File: src/core/pma_mgmt_pkg.sv
package pma_mgmt_pkg;
	localparam logic [4:0] DEV_MEDIUM = 5'h01;
	localparam logic [4:0] DEV_VENDOR = 5'h1F;
	localparam logic [15:0] OFS_CTRL1 = 16'h0000;
	localparam logic [15:0] OFS_STAT1 = 16'h0001;
	localparam logic [15:0] OFS_DEVS_LO = 16'h0005;
	localparam logic [15:0] OFS_DEVS_HI = 16'h0006;
	localparam logic [15:0] OFS_GEN_CNT_HI = 16'h8027;
	localparam logic [15:0] OFS_GEN_CNT_LO = 16'h8028;
	localparam logic [15:0] OFS_GEN_FIN = 16'h8029;
	localparam logic [15:0] OFS_HOST_LB = 16'h8055;
	localparam logic [15:0] OFS_PKT_BEGIN = 16'h805A;
	localparam logic [15:0] RST_CTRL1 = 16'h0000;
	localparam logic [15:0] RST_GEN_CNT_HI = 16'h0000;
	localparam logic [15:0] RST_GEN_CNT_LO = 16'h0100;
	localparam logic [15:0] RST_GEN_FIN = 16'h0000;
	localparam logic [15:0] RST_HOST_LB = 16'h000A;
	localparam logic [15:0] RST_PKT_BEGIN = 16'h001B;
	localparam logic [15:0] DEVS_LO_VAL = 16'h008B;
	localparam logic [15:0] DEVS_HI_VAL = 16'hC000;
	localparam int BIT_SOFT_RESET = 15;
	localparam int BIT_POWERDOWN = 11;
	localparam int BIT_LOCAL_LB = 0;
	localparam int BIT_LINK_LL = 2;
	localparam int BIT_PD_ABLE = 1;
	localparam int BIT_GEN_FIN = 0;
	localparam logic [1:0] OP_ADDRESS = 2'h0;
	localparam logic [1:0] OP_WRITE = 2'h1;
	localparam logic [1:0] OP_READ_INC = 2'h2;
	localparam logic [1:0] OP_READ = 2'h3;
	localparam logic [5:0] PREAMBLE_BITS = 6'h20;
	localparam int CLK_PERIOD_NS = 8;
	localparam int SOFT_RST_TIME_NS = 128;
	localparam logic [7:0] SOFT_RST_CYCLES =
		8'((SOFT_RST_TIME_NS + CLK_PERIOD_NS - 1) / CLK_PERIOD_NS);
endpackage

File: src/core/mdio_frame_engine.sv
module mdio_frame_engine
	import pma_mgmt_pkg::*;
(
	input wire logic core_clk,
	input wire logic reset_n,
	input wire logic mdc,
	input wire logic mdio_i,
	output logic mdio_o,
	output logic mdio_oe_n,
	input wire logic [4:0] phy_addr,
	output logic wr_pulse,
	output logic rd_pulse,
	output logic [4:0] acc_dev,
	output logic [15:0] acc_addr,
	output logic [15:0] wr_data,
	input wire logic [15:0] rd_data
);
	typedef enum logic [1:0] {S_PRE, S_HDR, S_TA, S_DATA} mdio_state_t;

	mdio_state_t state_r;
	logic mdc_q_r;
	logic [5:0] ones_r;
	logic [3:0] cnt_r;
	logic [15:0] sh_r;
	logic [1:0] op_r;
	logic [15:0] addr_med_r;
	logic [15:0] addr_vnd_r;
	wire mdc_rise = mdc & ~mdc_q_r;
	wire [13:0] hdr = {sh_r[12:0], mdio_i};
	wire [15:0] word_in = {sh_r[14:0], mdio_i};
	wire is_read = op_r[1];
	// Frames for any other MMD are left alone so other devices on the bus can answer.
	wire hdr_ok = (hdr[13:12] == 2'h0) && (hdr[9:5] == phy_addr)
		&& ((hdr[4:0] == DEV_MEDIUM) || (hdr[4:0] == DEV_VENDOR)); // see RQ12
	wire last_bit = (cnt_r == 4'hF);

	assign acc_addr = (acc_dev == DEV_MEDIUM) ? addr_med_r : addr_vnd_r;

	always_ff @(posedge core_clk or negedge reset_n)
	begin
		if (!reset_n)
		begin
			state_r <= S_PRE;
			mdc_q_r <= 1'b0;
			ones_r <= 6'h0;
			cnt_r <= 4'h0;
			sh_r <= 16'h0000;
			op_r <= 2'h0;
			acc_dev <= 5'h0;
			mdio_o <= 1'b1;
			mdio_oe_n <= 1'b1;
			wr_pulse <= 1'b0;
			rd_pulse <= 1'b0;
			wr_data <= 16'h0000;
			addr_med_r <= 16'h0000;
			addr_vnd_r <= 16'h0000;
		end
		else
		begin
			mdc_q_r <= mdc;
			wr_pulse <= 1'b0;
			rd_pulse <= 1'b0;
			if (mdc_rise)
			begin
				unique case (state_r)
					S_PRE:
					begin
						if (mdio_i)
							ones_r <= (ones_r == PREAMBLE_BITS) ? ones_r : ones_r + 6'h1;
						else
						begin
							ones_r <= 6'h0;
							if (ones_r == PREAMBLE_BITS)
							begin
								state_r <= S_HDR;
								cnt_r <= 4'h1;
								sh_r <= 16'h0000;
							end
						end
					end
					S_HDR:
					begin
						sh_r <= word_in;
						cnt_r <= cnt_r + 4'h1;
						if (cnt_r == 4'hD)
						begin
							state_r <= hdr_ok ? S_TA : S_PRE;
							op_r <= hdr[11:10];
							acc_dev <= hdr[4:0];
							cnt_r <= 4'h0;
						end
					end
					S_TA:
					begin
						cnt_r <= cnt_r + 4'h1;
						if (cnt_r == 4'h0)
						begin
							mdio_o <= 1'b0;
							mdio_oe_n <= ~is_read;
						end
						else
						begin
							state_r <= S_DATA;
							cnt_r <= 4'h0;
							if (is_read)
							begin
								mdio_o <= rd_data[15];
								sh_r <= {rd_data[14:0], 1'b0};
								rd_pulse <= 1'b1;
							end
						end
					end
					S_DATA:
					begin
						cnt_r <= cnt_r + 4'h1;
						if (is_read)
						begin
							mdio_o <= last_bit ? 1'b1 : sh_r[15];
							sh_r <= {sh_r[14:0], 1'b0};
						end
						else
							sh_r <= word_in;
						if (last_bit)
						begin
							state_r <= S_PRE;
							mdio_oe_n <= 1'b1;
							if (op_r == OP_WRITE)
							begin
								wr_pulse <= 1'b1;
								wr_data <= word_in;
							end
							if (op_r == OP_ADDRESS || op_r == OP_READ_INC)
							begin
								if (acc_dev == DEV_MEDIUM)
									addr_med_r <= (op_r == OP_ADDRESS) ? word_in
										: addr_med_r + 16'h0001;
								else
									addr_vnd_r <= (op_r == OP_ADDRESS) ? word_in
										: addr_vnd_r + 16'h0001;
							end
						end
					end
				endcase
			end
		end
	end
endmodule // mdio_frame_engine

File: src/core/pma_pmd_mgmt_register_bank.sv
// Operation
// RQ1 - Writing control bit 15 starts a whole-bank reinitialisation like hardware reset.
// RQ2 - Soft reset bit clears itself; reads 1 only while reset runs.
// RQ3 - Control bit 11 puts the chip into low-power mode.
// RQ4 - Management reads and writes keep working during power-down.
// RQ5 - Power-down reset value comes from the strap pin.
// RQ6 - Control register resets to 0x0000 apart from strap-driven bits.
// RQ7 - Control bit 0 loops transmit data back to receive; 0 is normal.
// RQ8 - Status bit 2 reads 1 when up, 0 if link dropped since last read.
// RQ9 - Status bit 1 always reads 1: power-down supported.
// RQ10 - First devices-in-package word reads constant 0x8B.
// RQ11 - Second devices-in-package word reads constant 0xC000.
// RQ12 - Medium registers answer at device address 0x01 only.
// RQ13 - Frame count low half at 0x8028, read-write, reset 0x0100.
// RQ14 - Generator finished flag at 0x8029, read-only, reset 0x0000.
// RQ15 - Host-side loopback setup at 0x8055, read-write, reset 0x000A.
// RQ16 - Packet start generation setup at 0x805A, read-write, reset 0x001B.
// RQ17 - Frame count high half at 0x8027, read-write, reset 0x0000.
// RQ18 - Reserved control and status bits read zero, ignore writes.
// RQ19 - Reading a latched zero re-arms the link latch to current state.
module pma_pmd_mgmt_register_bank (
	input wire logic core_clk,
	input wire logic reset_n,
	input wire logic mdc,
	input wire logic mdio_i,
	output logic mdio_o,
	output logic mdio_oe_n,
	input wire logic [4:0] phy_addr,
	input wire logic powerdown_strap_pin,
	input wire logic link_up,
	input wire logic gen_run_done,
	output logic chip_soft_reset,
	output logic medium_soft_powerdown,
	output logic medium_local_loopback_en,
	output logic [15:0] gen_frame_count_high,
	output logic [15:0] gen_frame_count_low,
	output logic [15:0] host_side_loopback_cfg,
	output logic [15:0] packet_begin_generation_cfg
);
	import pma_mgmt_pkg::*;

	function automatic logic hit(input logic [4:0] dev, input logic [15:0] addr,
		input logic [4:0] want_dev, input logic [15:0] want_addr);
		hit = (dev == want_dev) && (addr == want_addr);
	endfunction

	logic wr_pulse;
	logic rd_pulse;
	logic [4:0] acc_dev;
	logic [15:0] acc_addr;
	logic [15:0] wr_data;
	logic [15:0] rd_data;
	logic [7:0] srst_cnt_r;
	logic init_done_r;
	logic link_ll_r;
	logic gen_fin_r;

	mdio_frame_engine u_mdio (
		.core_clk(core_clk),
		.reset_n(reset_n),
		.mdc(mdc),
		.mdio_i(mdio_i),
		.mdio_o(mdio_o),
		.mdio_oe_n(mdio_oe_n),
		.phy_addr(phy_addr),
		.wr_pulse(wr_pulse),
		.rd_pulse(rd_pulse),
		.acc_dev(acc_dev),
		.acc_addr(acc_addr),
		.wr_data(wr_data),
		.rd_data(rd_data)
	);

	// Writes that land during a soft reset are dropped so the bank comes out clean.
	wire wr_ok = wr_pulse & ~chip_soft_reset; // see RQ4
	wire wr_ctrl = wr_ok & hit(acc_dev, acc_addr, DEV_MEDIUM, OFS_CTRL1); // see RQ12
	wire wr_cnt_hi = wr_ok & hit(acc_dev, acc_addr, DEV_VENDOR, OFS_GEN_CNT_HI);
	wire wr_cnt_lo = wr_ok & hit(acc_dev, acc_addr, DEV_VENDOR, OFS_GEN_CNT_LO);
	wire wr_host_lb = wr_ok & hit(acc_dev, acc_addr, DEV_VENDOR, OFS_HOST_LB);
	wire wr_pkt_begin = wr_ok & hit(acc_dev, acc_addr, DEV_VENDOR, OFS_PKT_BEGIN);
	wire rd_stat = rd_pulse & hit(acc_dev, acc_addr, DEV_MEDIUM, OFS_STAT1);
	wire wr_rst_bit = wr_data[BIT_SOFT_RESET];
	wire wr_pd_bit = wr_data[BIT_POWERDOWN];
	wire wr_lb_bit = wr_data[BIT_LOCAL_LB];
	wire srst_start = wr_ctrl & wr_rst_bit;

	// Only the named bits are ever placed; everything else stays zero.
	wire [15:0] ctrl_word = (16'(chip_soft_reset) << BIT_SOFT_RESET) // see RQ2
		| (16'(medium_soft_powerdown) << BIT_POWERDOWN)
		| (16'(medium_local_loopback_en) << BIT_LOCAL_LB); // see RQ18
	wire [15:0] stat_word = (16'(link_ll_r) << BIT_LINK_LL) // see RQ8
		| (16'h0001 << BIT_PD_ABLE); // see RQ9
	wire [15:0] fin_word = 16'(gen_fin_r) << BIT_GEN_FIN; // see RQ14

	assign rd_data =
		hit(acc_dev, acc_addr, DEV_MEDIUM, OFS_CTRL1) ? ctrl_word :
		hit(acc_dev, acc_addr, DEV_MEDIUM, OFS_STAT1) ? stat_word :
		hit(acc_dev, acc_addr, DEV_MEDIUM, OFS_DEVS_LO) ? DEVS_LO_VAL : // see RQ10
		hit(acc_dev, acc_addr, DEV_MEDIUM, OFS_DEVS_HI) ? DEVS_HI_VAL : // see RQ11
		hit(acc_dev, acc_addr, DEV_VENDOR, OFS_GEN_CNT_HI) ? gen_frame_count_high :
		hit(acc_dev, acc_addr, DEV_VENDOR, OFS_GEN_CNT_LO) ? gen_frame_count_low :
		hit(acc_dev, acc_addr, DEV_VENDOR, OFS_GEN_FIN) ? fin_word :
		hit(acc_dev, acc_addr, DEV_VENDOR, OFS_HOST_LB) ? host_side_loopback_cfg :
		hit(acc_dev, acc_addr, DEV_VENDOR, OFS_PKT_BEGIN) ? packet_begin_generation_cfg :
		16'h0000;

	// The management engine is kept out of the soft reset so the host can poll bit 15.
	always_ff @(posedge core_clk or negedge reset_n)
	begin
		if (!reset_n)
		begin
			chip_soft_reset <= 1'b0;
			srst_cnt_r <= 8'h00;
		end
		else if (srst_start && !chip_soft_reset)
		begin
			chip_soft_reset <= 1'b1; // see RQ1
			srst_cnt_r <= SOFT_RST_CYCLES;
		end
		else if (chip_soft_reset)
		begin
			srst_cnt_r <= srst_cnt_r - 8'h01;
			chip_soft_reset <= (srst_cnt_r != 8'h01); // see RQ2
		end
	end

	// The strap is sampled after hardware reset release and again after each soft reset.
	always_ff @(posedge core_clk or negedge reset_n)
	begin
		if (!reset_n)
			init_done_r <= 1'b0;
		else
			init_done_r <= ~chip_soft_reset;
	end

	always_ff @(posedge core_clk or negedge reset_n)
	begin
		if (!reset_n)
		begin
			medium_soft_powerdown <= RST_CTRL1[BIT_POWERDOWN]; // see RQ6
			medium_local_loopback_en <= RST_CTRL1[BIT_LOCAL_LB];
		end
		else if (chip_soft_reset || !init_done_r)
		begin
			medium_soft_powerdown <= powerdown_strap_pin; // see RQ5
			medium_local_loopback_en <= RST_CTRL1[BIT_LOCAL_LB];
		end
		else if (wr_ctrl)
		begin
			medium_soft_powerdown <= wr_pd_bit; // see RQ3
			medium_local_loopback_en <= wr_lb_bit; // see RQ7
		end
	end

	always_ff @(posedge core_clk or negedge reset_n)
	begin
		if (!reset_n)
		begin
			gen_frame_count_high <= RST_GEN_CNT_HI;
			gen_frame_count_low <= RST_GEN_CNT_LO;
			host_side_loopback_cfg <= RST_HOST_LB;
			packet_begin_generation_cfg <= RST_PKT_BEGIN;
		end
		else if (chip_soft_reset)
		begin
			gen_frame_count_high <= RST_GEN_CNT_HI; // see RQ1
			gen_frame_count_low <= RST_GEN_CNT_LO;
			host_side_loopback_cfg <= RST_HOST_LB;
			packet_begin_generation_cfg <= RST_PKT_BEGIN;
		end
		else
		begin
			if (wr_cnt_hi)
				gen_frame_count_high <= wr_data; // see RQ17
			if (wr_cnt_lo)
				gen_frame_count_low <= wr_data; // see RQ13
			if (wr_host_lb)
				host_side_loopback_cfg <= wr_data; // see RQ15
			if (wr_pkt_begin)
				packet_begin_generation_cfg <= wr_data; // see RQ16
		end
	end

	// A read re-arms the latch with the live level, so a drop seen in that
	// same cycle still reads back as zero next time.
	always_ff @(posedge core_clk or negedge reset_n)
	begin
		if (!reset_n)
		begin
			link_ll_r <= 1'b0;
			gen_fin_r <= RST_GEN_FIN[BIT_GEN_FIN];
		end
		else if (chip_soft_reset)
		begin
			link_ll_r <= 1'b0;
			gen_fin_r <= RST_GEN_FIN[BIT_GEN_FIN];
		end
		else
		begin
			link_ll_r <= rd_stat ? link_up : (link_ll_r & link_up); // see RQ19
			gen_fin_r <= gen_run_done;
		end
	end
endmodule // pma_pmd_mgmt_register_bank

File: config.mk
export PLATFORM = sky130hd
export DESIGN_NAME = pma_pmd_mgmt_register_bank
export DESIGN_NICKNAME = d
export VERILOG_FILES = /design/src/core/pma_mgmt_pkg.sv /design/src/core/mdio_frame_engine.sv /design/src/core/pma_pmd_mgmt_register_bank.sv
export SDC_FILE = /design/constraint.sdc
export NUM_CORES = 1
export LEC_CHECK = 0
export ABC_AREA = 1
export BUFFER_PORTS_ARGS = -buffer_cell sky130_fd_sc_hd__buf_2
export CAP_MARGIN = 20
export CORE_AREA = 2 2 144 146
export CTS_BUF_LIST = sky130_fd_sc_hd__clkbuf_8 sky130_fd_sc_hd__clkbuf_16
export CTS_CLUSTER_SIZE = 14
export DETAILED_ROUTE_END_ITERATION = 10
export DIE_AREA = 0 0 146 148
export GPL_ROUTABILITY_DRIVEN = 1
export SYNTH_ARGS = -nofsm -noshare
export SYNTH_HDL_FRONTEND = slang
export SYNTH_SLANG_ARGS = --single-unit
File: constraint.sdc
create_clock -name core_clk -period 2.6 [get_ports core_clk]
set_input_delay 0.26 -clock core_clk [delete_from_list [all_inputs] [get_ports core_clk]]
set_output_delay 0.26 -clock core_clk [all_outputs]
set_load 0.01 [all_outputs]
Word-level counts from Yosys, hierarchy flattened. Index checks and enable logic that the tools add are counted.

Reductions and logical operators: 39. Equality and inequality tests: 32. Bitwise gates (word level): 16. $add $sub $neg: 5. Mux-type cells: 67.

Operators by type and width (number): 2-to-1 mux 16 bit (24); == test 16 bit (second input constant) (5); case mux 16 bit (4 select lines) (1); adder 16 x 1 -> 16 bit (second input constant) (2); == test 16 x 3 -> 1 bit (second input constant) (2); 2-to-1 mux 1 bit (24); == test 16 x 1 -> 1 bit (second input constant) (1); logical NOT 16 bit (1); 2-to-1 mux 4 bit (4); 2-to-1 mux 8 bit (2); OR 16 x 1 -> 16 bit (1); OR 16 x 12 -> 16 bit (1); case mux 4 bit (4 select lines) (1); AND reduction 5 bit (3); nonzero test 2 bit (7); logical AND 1 bit (12); 2-to-1 mux 2 bit (6); 2-to-1 mux 6 bit (2); inequality test 2 x 1 -> 1 bit (second input constant) (6); AND reduction 4 bit (3); bitwise AND 1 bit (10); == test 5 x 1 -> 1 bit (second input constant) (2); == test 5 bit (second input constant) (2); AND reduction 3 bit (3); other kinds (19) (34).

Register bits after elaboration: 166. Logic and storage cells: 184. Bits of input ports: 12.

Longest topological paths before layout. Gate-level depths: netlist of run 1.

Depth after elaboration: 16. Mapped depth: 19. Mapped depth without buffers: 17.

Cells and area by module. Synthesis of run 1 repeated with hierarchy kept, for this count alone.

Cell total of the unflattened synthesis: 1231. Area total of the unflattened synthesis: 9370.2 sq um.

Modules (own cells, without submodules): mdio_frame_engine (instances 1, cells each 720, area each 5112.4 sq um, seq. area each 2204.6 sq um); pma_pmd_mgmt_register_bank (instances 1, cells each 511, area each 4257.8 sq um, seq. area each 1960.6 sq um).

Worst setup path before layout of run 1. No wires, ideal clock.

Path type: register to register. Start point: register u_mdio.acc_dev[2]. End point: register packet_begin_generation_cfg[12]. Required time: 2.477 ns. Buffers on the path: 3. Clock period less this slack: 2.132 ns. Arrival time: 2.009 ns. Stages on the path, launching flop included: 18. Slack: 0.468 ns. Cell sequence: dfrtp_1 > nor2_4 > nand2_2 > nor2_4 > buf_6 > nand2_1 > nand2_1 > nand2_2 > nor2_4 > nand2_4 > nor2_8 > nand2_1 > nand2_1 > inv_2 > buf_6 > buf_6 > nand2_1 > o21ai_1.

Cells in the longest elaborated chain, start to end: 6. Elaborated cells on any way between the ends: 7.

RTL lines: from (decl) (RTL line mdio_frame_engine.sv:13) `output logic [4:0] acc_dev,`; from (signal assigned) (RTL line mdio_frame_engine.sv:89) `acc_dev <= hdr[4:0];`; == test 5 x 1 -> 1 bit (RTL line mdio_frame_engine.sv:37) `assign acc_addr = (acc_dev == DEV_MEDIUM) ? addr_med_r : addr_vnd_r;`; 2-to-1 mux 16 bit (RTL line mdio_frame_engine.sv:37); == test 16 bit (RTL line pma_pmd_mgmt_register_bank.sv:44) `hit = (dev == want_dev) && (addr == want_addr);`; logical AND 1 bit (*) (RTL line pma_pmd_mgmt_register_bank.sv:44); bitwise AND 1 bit (*) (RTL line pma_pmd_mgmt_register_bank.sv:80) `wire wr_pkt_begin = wr_ok & hit(acc_dev, acc_addr, DEV_VENDOR, OFS_PKT_BEGIN);`; nonzero test 2 bit (no line) (*); to (signal assigned) (RTL line pma_pmd_mgmt_register_bank.sv:180) `packet_begin_generation_cfg <= wr_data;`; to (decl) (RTL line pma_pmd_mgmt_register_bank.sv:38) `output logic [15:0] packet_begin_generation_cfg`.

Mark *: on every way between the ends. The rest lies on a longest branch, timed or not. A chain may end at the register's enable or synchronous reset.

Worst setup path after layout of run 1.
Start point: register u_mdio.acc_dev[2]. End point: register gen_frame_count_low[1].

Cells in the longest elaborated chain, start to end: 6. Elaborated cells on any way between the ends: 7.

RTL lines: == test 5 x 1 -> 1 bit (RTL line mdio_frame_engine.sv:37); 2-to-1 mux 16 bit (RTL line mdio_frame_engine.sv:37); == test 16 bit (RTL line pma_pmd_mgmt_register_bank.sv:44); logical AND 1 bit (*) (RTL line pma_pmd_mgmt_register_bank.sv:44); bitwise AND 1 bit (*) (RTL line pma_pmd_mgmt_register_bank.sv:78) `wire wr_cnt_lo = wr_ok & hit(acc_dev, acc_addr, DEV_VENDOR, OFS_GEN_CNT_LO);`; nonzero test 2 bit (no line) (*); to (signal assigned) (RTL line pma_pmd_mgmt_register_bank.sv:176) `gen_frame_count_low <= wr_data;`; to (decl) (RTL line pma_pmd_mgmt_register_bank.sv:36) `output logic [15:0] gen_frame_count_low,`.

Marks and branches as above.

==> results of run 1 <==
==> cells in the final DEF (no fill, tap or decap), types with 4 or more instances in the layout <==
cell / Yosys / final
o21ai_1: 50 / 50
dfrtp_1: 157 / 157
xor2_1: 12 / 12
dfstp_2: 9 / 9
o22ai_1: 8 / 8
buf_2: 8 / 79
clkbuf_16: 0 / 17
o21ai_2: 6 / 5
buf_12: 0 / 5
buf_4: 0 / 28
nor2_1: 104 / 102
nand3_1: 57 / 56
a31oi_1: 19 / 19
nor2_4: 6 / 7
o21ai_0: 84 / 84
nor3_1: 25 / 24
nand2_1: 311 / 309
nand2_2: 6 / 8
inv_8: 0 / 4
xnor2_1: 6 / 6
inv_6: 0 / 5
inv_2: 8 / 7
nand4_1: 27 / 27
inv_1: 115 / 115
ha_1: 9 / 9
nor2_2: 2 / 4
o21a_1: 4 / 4
a21oi_1: 44 / 44
==> cells in the mapped netlist, types with 3 or more instances <==
cell      instances  area (sq um)
nand2_1         311          1170
buf_6             9           101
dfstp_2           9           236
o21a_1            4          30.0
xor2_1           12           105
xnor2_1           6          52.6
o21ai_0          84           420
inv_2             8          30.0
nand4_1          27           169
nor2_1          104           390
a21oi_1          44           220
o21ai_1          50           250
dfrtp_1         157          3930
nor2_4            6          67.6
nand2_2           6          37.5
nor3_1           25           125
o31ai_1           3          22.5
o21ai_2           6          52.6
buf_2             8          40.0
o22ai_1           8          50.1
ha_1              9           113
inv_1           115           432
clkbuf_1         24          90.1
or2_2             3          18.8
a31oi_1          19           119
nand3_1          57           285
==> repair_timing <==
item | CTS | global route
hold buffers | 2 | 0
endpoints found under the setup margin | 0 | 61
buffers inserted | 0 | 2
resized for setup | 0 | 13
endpoints found under the hold margin | 61 | 0
==> through the flow <==
stage	util, %	hold slack (ns)	setup TNS, ns
3_3_place_gp	48.3	0.314	0
4_1_cts	51.4	0.0208	0
5_1_grt	51.8	0.0379	-0.00192
2_1_floorplan	-	-0.0356	0
3_5_place_dp	48.3	0.313	0
6_report	51.8	0.0305	0
==> metal layers <==
layer | routed length, um | up-vias | GRT usage, %
met5 | 0 | - | 0
met4 | 456 | 0 | 6.94
met3 | 1210 | 35 | 4.17
met2 | 12200 | 187 | 39.5
met1 | 12100 | 3914 | 34.2
li1 | - | 3980 | -
==> flip-flops by register name, indices dropped and copies added (netlist names), 4 cells and up, named ones only <==
signal / flops
u_mdio.ones_r: 6
u_mdio.cnt_r: 4
u_mdio.acc_dev: 5
packet_begin_generation_cfg: 16
srst_cnt_r: 8
u_mdio.addr_vnd_r: 16
gen_frame_count_high: 16
host_side_loopback_cfg: 16
u_mdio.addr_med_r: 16
gen_frame_count_low: 16
u_mdio.wr_data: 16
u_mdio.sh_r: 16
==> critical path: stages (launching register included) <==
cell and delay [ns]:
dfrtp_1 0.42, nor2_4 0.15, nand2_2 0.10, nor2_4 0.20, nand2_1 0.07, nand2_1 0.06
nand2_1 0.06, nor2_1 0.23, and2_4 0.22, nand2_2 0.10, inv_4 0.17, nand2_1 0.09
nand2_2 0.12, inv_6 0.12, nand2_1 0.08, o21ai_1 0.07
==> layout make-up <==
type | count | area, sq um | share of cell area (%)
Clock buffer | 17 | 425 | 4.10
Inverter | 125 | 477 | 4.59
Clock inverter | 15 | 179 | 1.72
Timing Repair Buffer | 116 | 748 | 7.21
Sequential cell | 166 | 4170 | 40.1
Tap cell | 270 | 338 | 3.26
Multi-Input combinational cell | 819 | 4040 | 39.0
==> logic make-up after synthesis <==
kind of cell             after synthesis  synth area share (%)
adder cells (fa/ha/maj)                9                  1.27
buffers and inverters                167                  7.96
flip-flops                           166                  46.9
AO/OA/AOI/OAI                        235                  14.9
AND/OR/NAND/NOR                      556                  27.2
XOR/XNOR                              18                  1.78
==> power breakdown <==
| group | switching, uW | internal (uW) |
|---|---|---|
| Clock | 1230 | 1380 |
| Combinational | 1040 | 487 |
| Sequential | 310 | 2840 |
| Total | 2580 | 4710 |
==> path summary, 6_finish.rpt <==
kind | start | end | slack [ns] | cells past startpoint
worst max-delay path | u_mdio.acc_dev[2]$_DFFE_PN0P_ | gen_frame_count_low[1]$_DFFE_PN0P_ | 0.20 | 15
worst min-delay path | gen_run_done | gen_fin_r$_DFF_PN0_ | 0.03 | 3
worst max register to register | u_mdio.acc_dev[2]$_DFFE_PN0P_ | gen_frame_count_low[1]$_DFFE_PN0P_ | 0.20 | 15
worst min register to register | host_side_loopback_cfg[1]$_DFFE_PN1P_ | host_side_loopback_cfg[1]$_DFFE_PN1P_ | 0.48 | 2
max in group asynchronous | reset_n | packet_begin_generation_cfg[3]$_DFFE_PN1P_ | 1.39 | 3
min in group asynchronous | reset_n | u_mdio.addr_med_r[1]$_DFFE_PN0P_ | 0.37 | 2
==> results by group, run 1 <==
Clocking
  – CTS tree: built
  – Clock transition at path regs: around 0.070 ns
  – Bufs on Longest Clock Path: 2
  – H-tree Lvls: 4
  – Sink Count: about 170
  – Clk_lat worst skew: between 0.4 and 0.5 ns
  – CTS Root Cell: clkbuf_16
  – Cts bufs inserted: 17

Timing
  – Worst-Margin Slew: between 0.8 and 0.9 ns
  – Final worst path period need: 2.40 ns
  – Slew HR: 43.6%
  – Final Setup Violations: 0
  – Endpoints failing hold: 0
  – Tcrit/Tclk final: between 90 and 100%
  – Slew Limit Fails: 0
  – Setup WS post-layout: about 0.20 ns
  – Worst clock skew: between 0.02 and 0.025 ns
  – Max Clk Rate: ~420 MHz

Finish
  – Design area: 0.0104 sq mm
  – Post-layout nets: 1,266
  – Fraction of final layout cells with drive strength greater than 1: around 16%
  – Synthesis-to-layout area growth: 16.9%
  – Final non-filler cell total: between 1,500 and 2,000
  – Antenna cells: 0
  – Fill cells: just over 2,000

Logic synthesis
  – Number of flops mapped to enable cells by yosys: 0
  – Dominant synthesized flop cell: dfrtp_1
  – Average cell area after synthesis: approximately 7.7 sq um
  – Synthesized Nets: around 1,200
  – Register area share after synthesis: 46.9%
  – Flops & latches, synth: 166
  – FFs w/ async S/R, synth: 100%
  – Post-synthesis cell type count: 50
  – Syn. warnings: 0
  – Syn Inst Count: 1,151
  – Synthesized cell area: between 0.008 and 0.009 sq mm

Die
  – Starting Density: about 44%
  – DIE AREA: approximately 0.022 sq mm
  – IO Pins: around 80
  – Die width: between 100 and 150 um
  – Core footprint: 0.0200 sq mm
  – Num rows: 52
  – Die height: about 150 um

Power and ir drop
  – VDD IR max: around 0.50 mV
  – P per Cell Area: around 700 mW/mm^2
  – Leakage: approximately 0.005 uW
  – Overall power: approximately 7300 uW

Setup path
  – WP data arrival: about 2.7 ns
  – Setup CP Type: reg -> reg
  – Crit end category: register
  – Worst Path Required: 2.91 ns
  – CP Max Fanout: 30
  – Startpoint Class: register

Global routing
  – Initial antenna violation count: 0
  – Largest net degree at the start of global routing: between 60 and 70
  – Grt ovf: 0
  – Vias in the first global route: between 7,000 and 8,000
  – Total global-route track usage: around 24%
  – First-pass GRT wire length: around 42 mm

Placement
  – Placed Cells: around 1,500
  – Post-place setup slack: 0.0834 ns
  – DP HPWL: roughly 19 mm
  – Post-DP Area: just under 0.01 sq mm
  – Placer congestion estimate: around 0.92
  – # port buffers: 80

Run status
  – Status: finished, final reports clean

Routing
  – Number of remaining DRC errors: 0
  – Routed WL: 26.0 mm
  – DRT Pass-1 Iters: 5
  – Post-route ant nets: 0
  – Initial DRC count: about 670
  – Drt via density: about 5.3
  – Via count: 8,116
  – DR WL/cell: ~17 um

Flow run
  – # Max-Cap Violations: 0

Hold path
  – Hold WC Path Type: in -> reg
Power figures use the tool's default switching activity.
==> inputs of run 2 (changes only) <==
--- a/config.mk
+++ b/config.mk
@@ -14,6 +14,7 @@
 export DETAILED_ROUTE_END_ITERATION = 10
 export DIE_AREA = 0 0 146 148
 export GPL_ROUTABILITY_DRIVEN = 1
+export PLACE_DENSITY = 0.69
 export SYNTH_ARGS = -nofsm -noshare
 export SYNTH_HDL_FRONTEND = slang
 export SYNTH_SLANG_ARGS = --single-unit
==> run 2 against run 1 <==
Compared with the run above: hold slack improved by 0.0044 ns; wire length is 2.5% lower; via count is 1.3% higher; die area did not move; first-iteration DRC count grew 16%.
==> results by group, run 2 (synthesis results as in run 1) <==
Run status
  – Status: finished, final reports clean (unchanged)

Timing
  – Slew HR: 53.3% (was 43.6%)
  – Max Clk Rate: 405 MHz (was 417 MHz)
  – Worst clock skew: 0.0151 ns (was 0.0203 ns)
  – Final worst path period need: 2.47 ns (was 2.40 ns)
  – Tcrit/Tclk final: 95.0% (was 92.3%)
  – Slew Limit Fails: 0 (unchanged)
  – Final Setup Violations: 0 (unchanged)
  – Worst-Margin Slew: 0.695 ns (was 0.838 ns)
  – Endpoints failing hold: 0 (unchanged)

Global routing
  – Total global-route track usage: 23.8% (was 24.4%)
  – First-pass GRT wire length: 41.2 mm (was 41.8 mm)
  – Initial antenna violation count: 0 (unchanged)
  – Vias in the first global route: 7,765 (was 7,727)
  – Grt ovf: 0 (unchanged)
  – Largest net degree at the start of global routing: 88 (was 67)

Routing
  – Via count: 8,225 (was 8,116)
  – Post-route ant nets: 0 (unchanged)
  – Routed WL: 25.3 mm (was 26.0 mm)
  – Drt via density: 5.38 (was 5.31)
  – Number of remaining DRC errors: 0 (unchanged)
  – DRT Pass-1 Iters: 8 (was 5)
  – DR WL/cell: 16.6 um (was 17.0 um)
  – Initial DRC count: 781 (was 674)

Die
  – DIE AREA: 0.0216 sq mm (unchanged)
  – Core footprint: 0.0200 sq mm (unchanged)
  – Starting Density: 44.3% (unchanged)
  – Die height: 148 um (unchanged)
  – Num rows: 52 (unchanged)
  – Die width: 146 um (unchanged)
  – IO Pins: 81 (unchanged)

Setup path
  – Setup CP Type: reg -> reg (unchanged)
  – WP data arrival: 2.83 ns (was 2.71 ns)
  – Most frequent CP cell: nand2_1 (unchanged)
  – Startpoint Class: register (unchanged)
  – Crit path largest cell delay: 0.42 ns (about the same)
  – Crit end category: register (unchanged)
  – CP max stage cell: dfrtp_1 (unchanged)
  – Worst Path Required: 2.96 ns (was 2.91 ns)
  – CP Cell Sequence: nor2_4 -> nand3_2 -> buf_12 -> nand2_1 -> nand2_1 -> nand2_1 -> nor2_4 -> buf_4 -> nand2_4 -> nor2_4 -> nand3_1 -> nand2_1 -> a21oi_1 -> nand3b_1 -> nand2_1 -> nand2_1 -> nand2_1 -> nand2_1 (was nor2_4 -> nand2_2 -> nor2_4 -> nand2_1 -> nand2_1 -> nand2_1 -> nor2_1 -> and2_4 -> nand2_2 -> inv_4 -> nand2_1 -> nand2_2 -> inv_6 -> nand2_1 -> o21ai_1)
  – CP Max Fanout: 22 (was 30)

Power and ir drop
  – VDD IR max: 0.583 mV (was 0.503 mV)
  – Leakage: 0.00508 uW (was 0.00509 uW)
  – P per Cell Area: 692 mW/mm^2 (was 702 mW/mm^2)

Finish
  – Final non-filler cell total: 1,528 (unchanged)
  – Design area: 0.0104 sq mm (about the same)
  – Most frequent cells in the layout: nand2_1, dfrtp_1, inv_1 (unchanged)
  – Commonest non-fill, non-tap cell in the layout: nand2_1 (unchanged)
  – Synthesis-to-layout area growth: 17.3% (was 16.9%)
  – Post-layout nets: 1,266 (unchanged)
  – Fraction of final layout cells with drive strength greater than 1: 16.8% (was 16.1%)
  – Antenna cells: 0 (unchanged)

Placement
  – Post-DP Area: 0.00960 sq mm (was 0.00968 sq mm)
  – Placer congestion estimate: 0.910 (was 0.923)
  – Placed Cells: 1,483 (was 1,491)
  – DP HPWL: 18.4 mm (was 19.0 mm)
  – # port buffers: 80 (unchanged)

Clocking
  – H-tree Lvls: 4 (unchanged)
  – Bufs on Longest Clock Path: 2 (unchanged)
  – Sink Count: 166 (unchanged)
  – Cts bufs inserted: 17 (unchanged)
  – Clk_lat worst skew: 0.44 ns (about the same)
  – Clock transition at path regs: 0.07 ns (about the same)
  – CTS tree: built (unchanged)
  – CTS Root Cell: clkbuf_16 (unchanged)

Flow run
  – # Max-Cap Violations: 0 (unchanged)

Hold path
  – Hold WC Path Type: in -> reg (unchanged)
run 2: routing by layer:
metal  part of all wire [%]  track usage (%)  vias up
met1                     46             33.3     3943
met3                    5.5             4.51       44
met5                      0                0        -
met2                     47             38.1      260
met4                    2.2             6.70        0
li1                       -                -     3978
run 2: repair_timing:
item | CTS | global route
pin swaps | 2 | 10
cloned | 0 | 2
resized for setup | 0 | 25
buffers inserted | 5 | 4
hold buffers | 2 | 0
endpoints found under the setup margin | 30 | 83
hold endpoints to repair | 39 | 0
run 2: area by class of cell:
class,count,area (sq um)
multi-input combinational,820,4080
inverter,125,482
tap,270,338
sequential,166,4170
clock buffer,17,425
clock inverter,15,181
timing repair buffer,115,737
fill,1959,9630
run 2: through the flow:
stage	total power [uW]	utilization (%)	hold slack, ns	worst slack (ns)	TNS [ns]
finish	7200	52.0	0.0349	0.130	0
floorplan	4080	-	-0.0356	0.468	0
CTS	7210	51.3	0.0236	0.0152	0
detailed placement	4660	47.9	0.209	-0.0739	-0.742
global route	7600	52.0	0.0351	-0.0570	-0.243
global placement	4620	47.9	0.206	0.0275	0
run 2: worst max-delay path: cells and delay by family, from the launching register on:
kind | cells | cell delay (ns)
AOI/OAI and AO/OA | 1 | 0.18
buffers and inverters | 2 | 0.32
DFF | 1 | 0.42
and+or+nand+nor | 15 | 1.47
run 2: final timing paths:
path	start	end	slack [ns]	cells after the start
max in group asynchronous	reset_n	host_side_loopback_cfg[1]$_DFFE_PN1P_	1.41	3
min in group asynchronous	reset_n	u_mdio.addr_med_r[0]$_DFFE_PN0P_	0.31	2
hold / removal	gen_run_done	gen_fin_r$_DFF_PN0_	0.03	3
hold reg to reg	packet_begin_generation_cfg[4]$_DFFE_PN1P_	packet_begin_generation_cfg[4]$_DFFE_PN1P_	0.48	2
setup / recovery	u_mdio.acc_dev[3]$_DFFE_PN0P_	u_mdio.mdio_o$_DFFE_PN1P_	0.13	18
setup reg to reg	u_mdio.acc_dev[3]$_DFFE_PN0P_	u_mdio.mdio_o$_DFFE_PN1P_	0.13	18
run 2: power breakdown:
group | switching (uW) | internal (uW)
Sequential | 314 | 2840
Clock | 1230 | 1300
Combinational | 1030 | 481
Total | 2570 | 4630
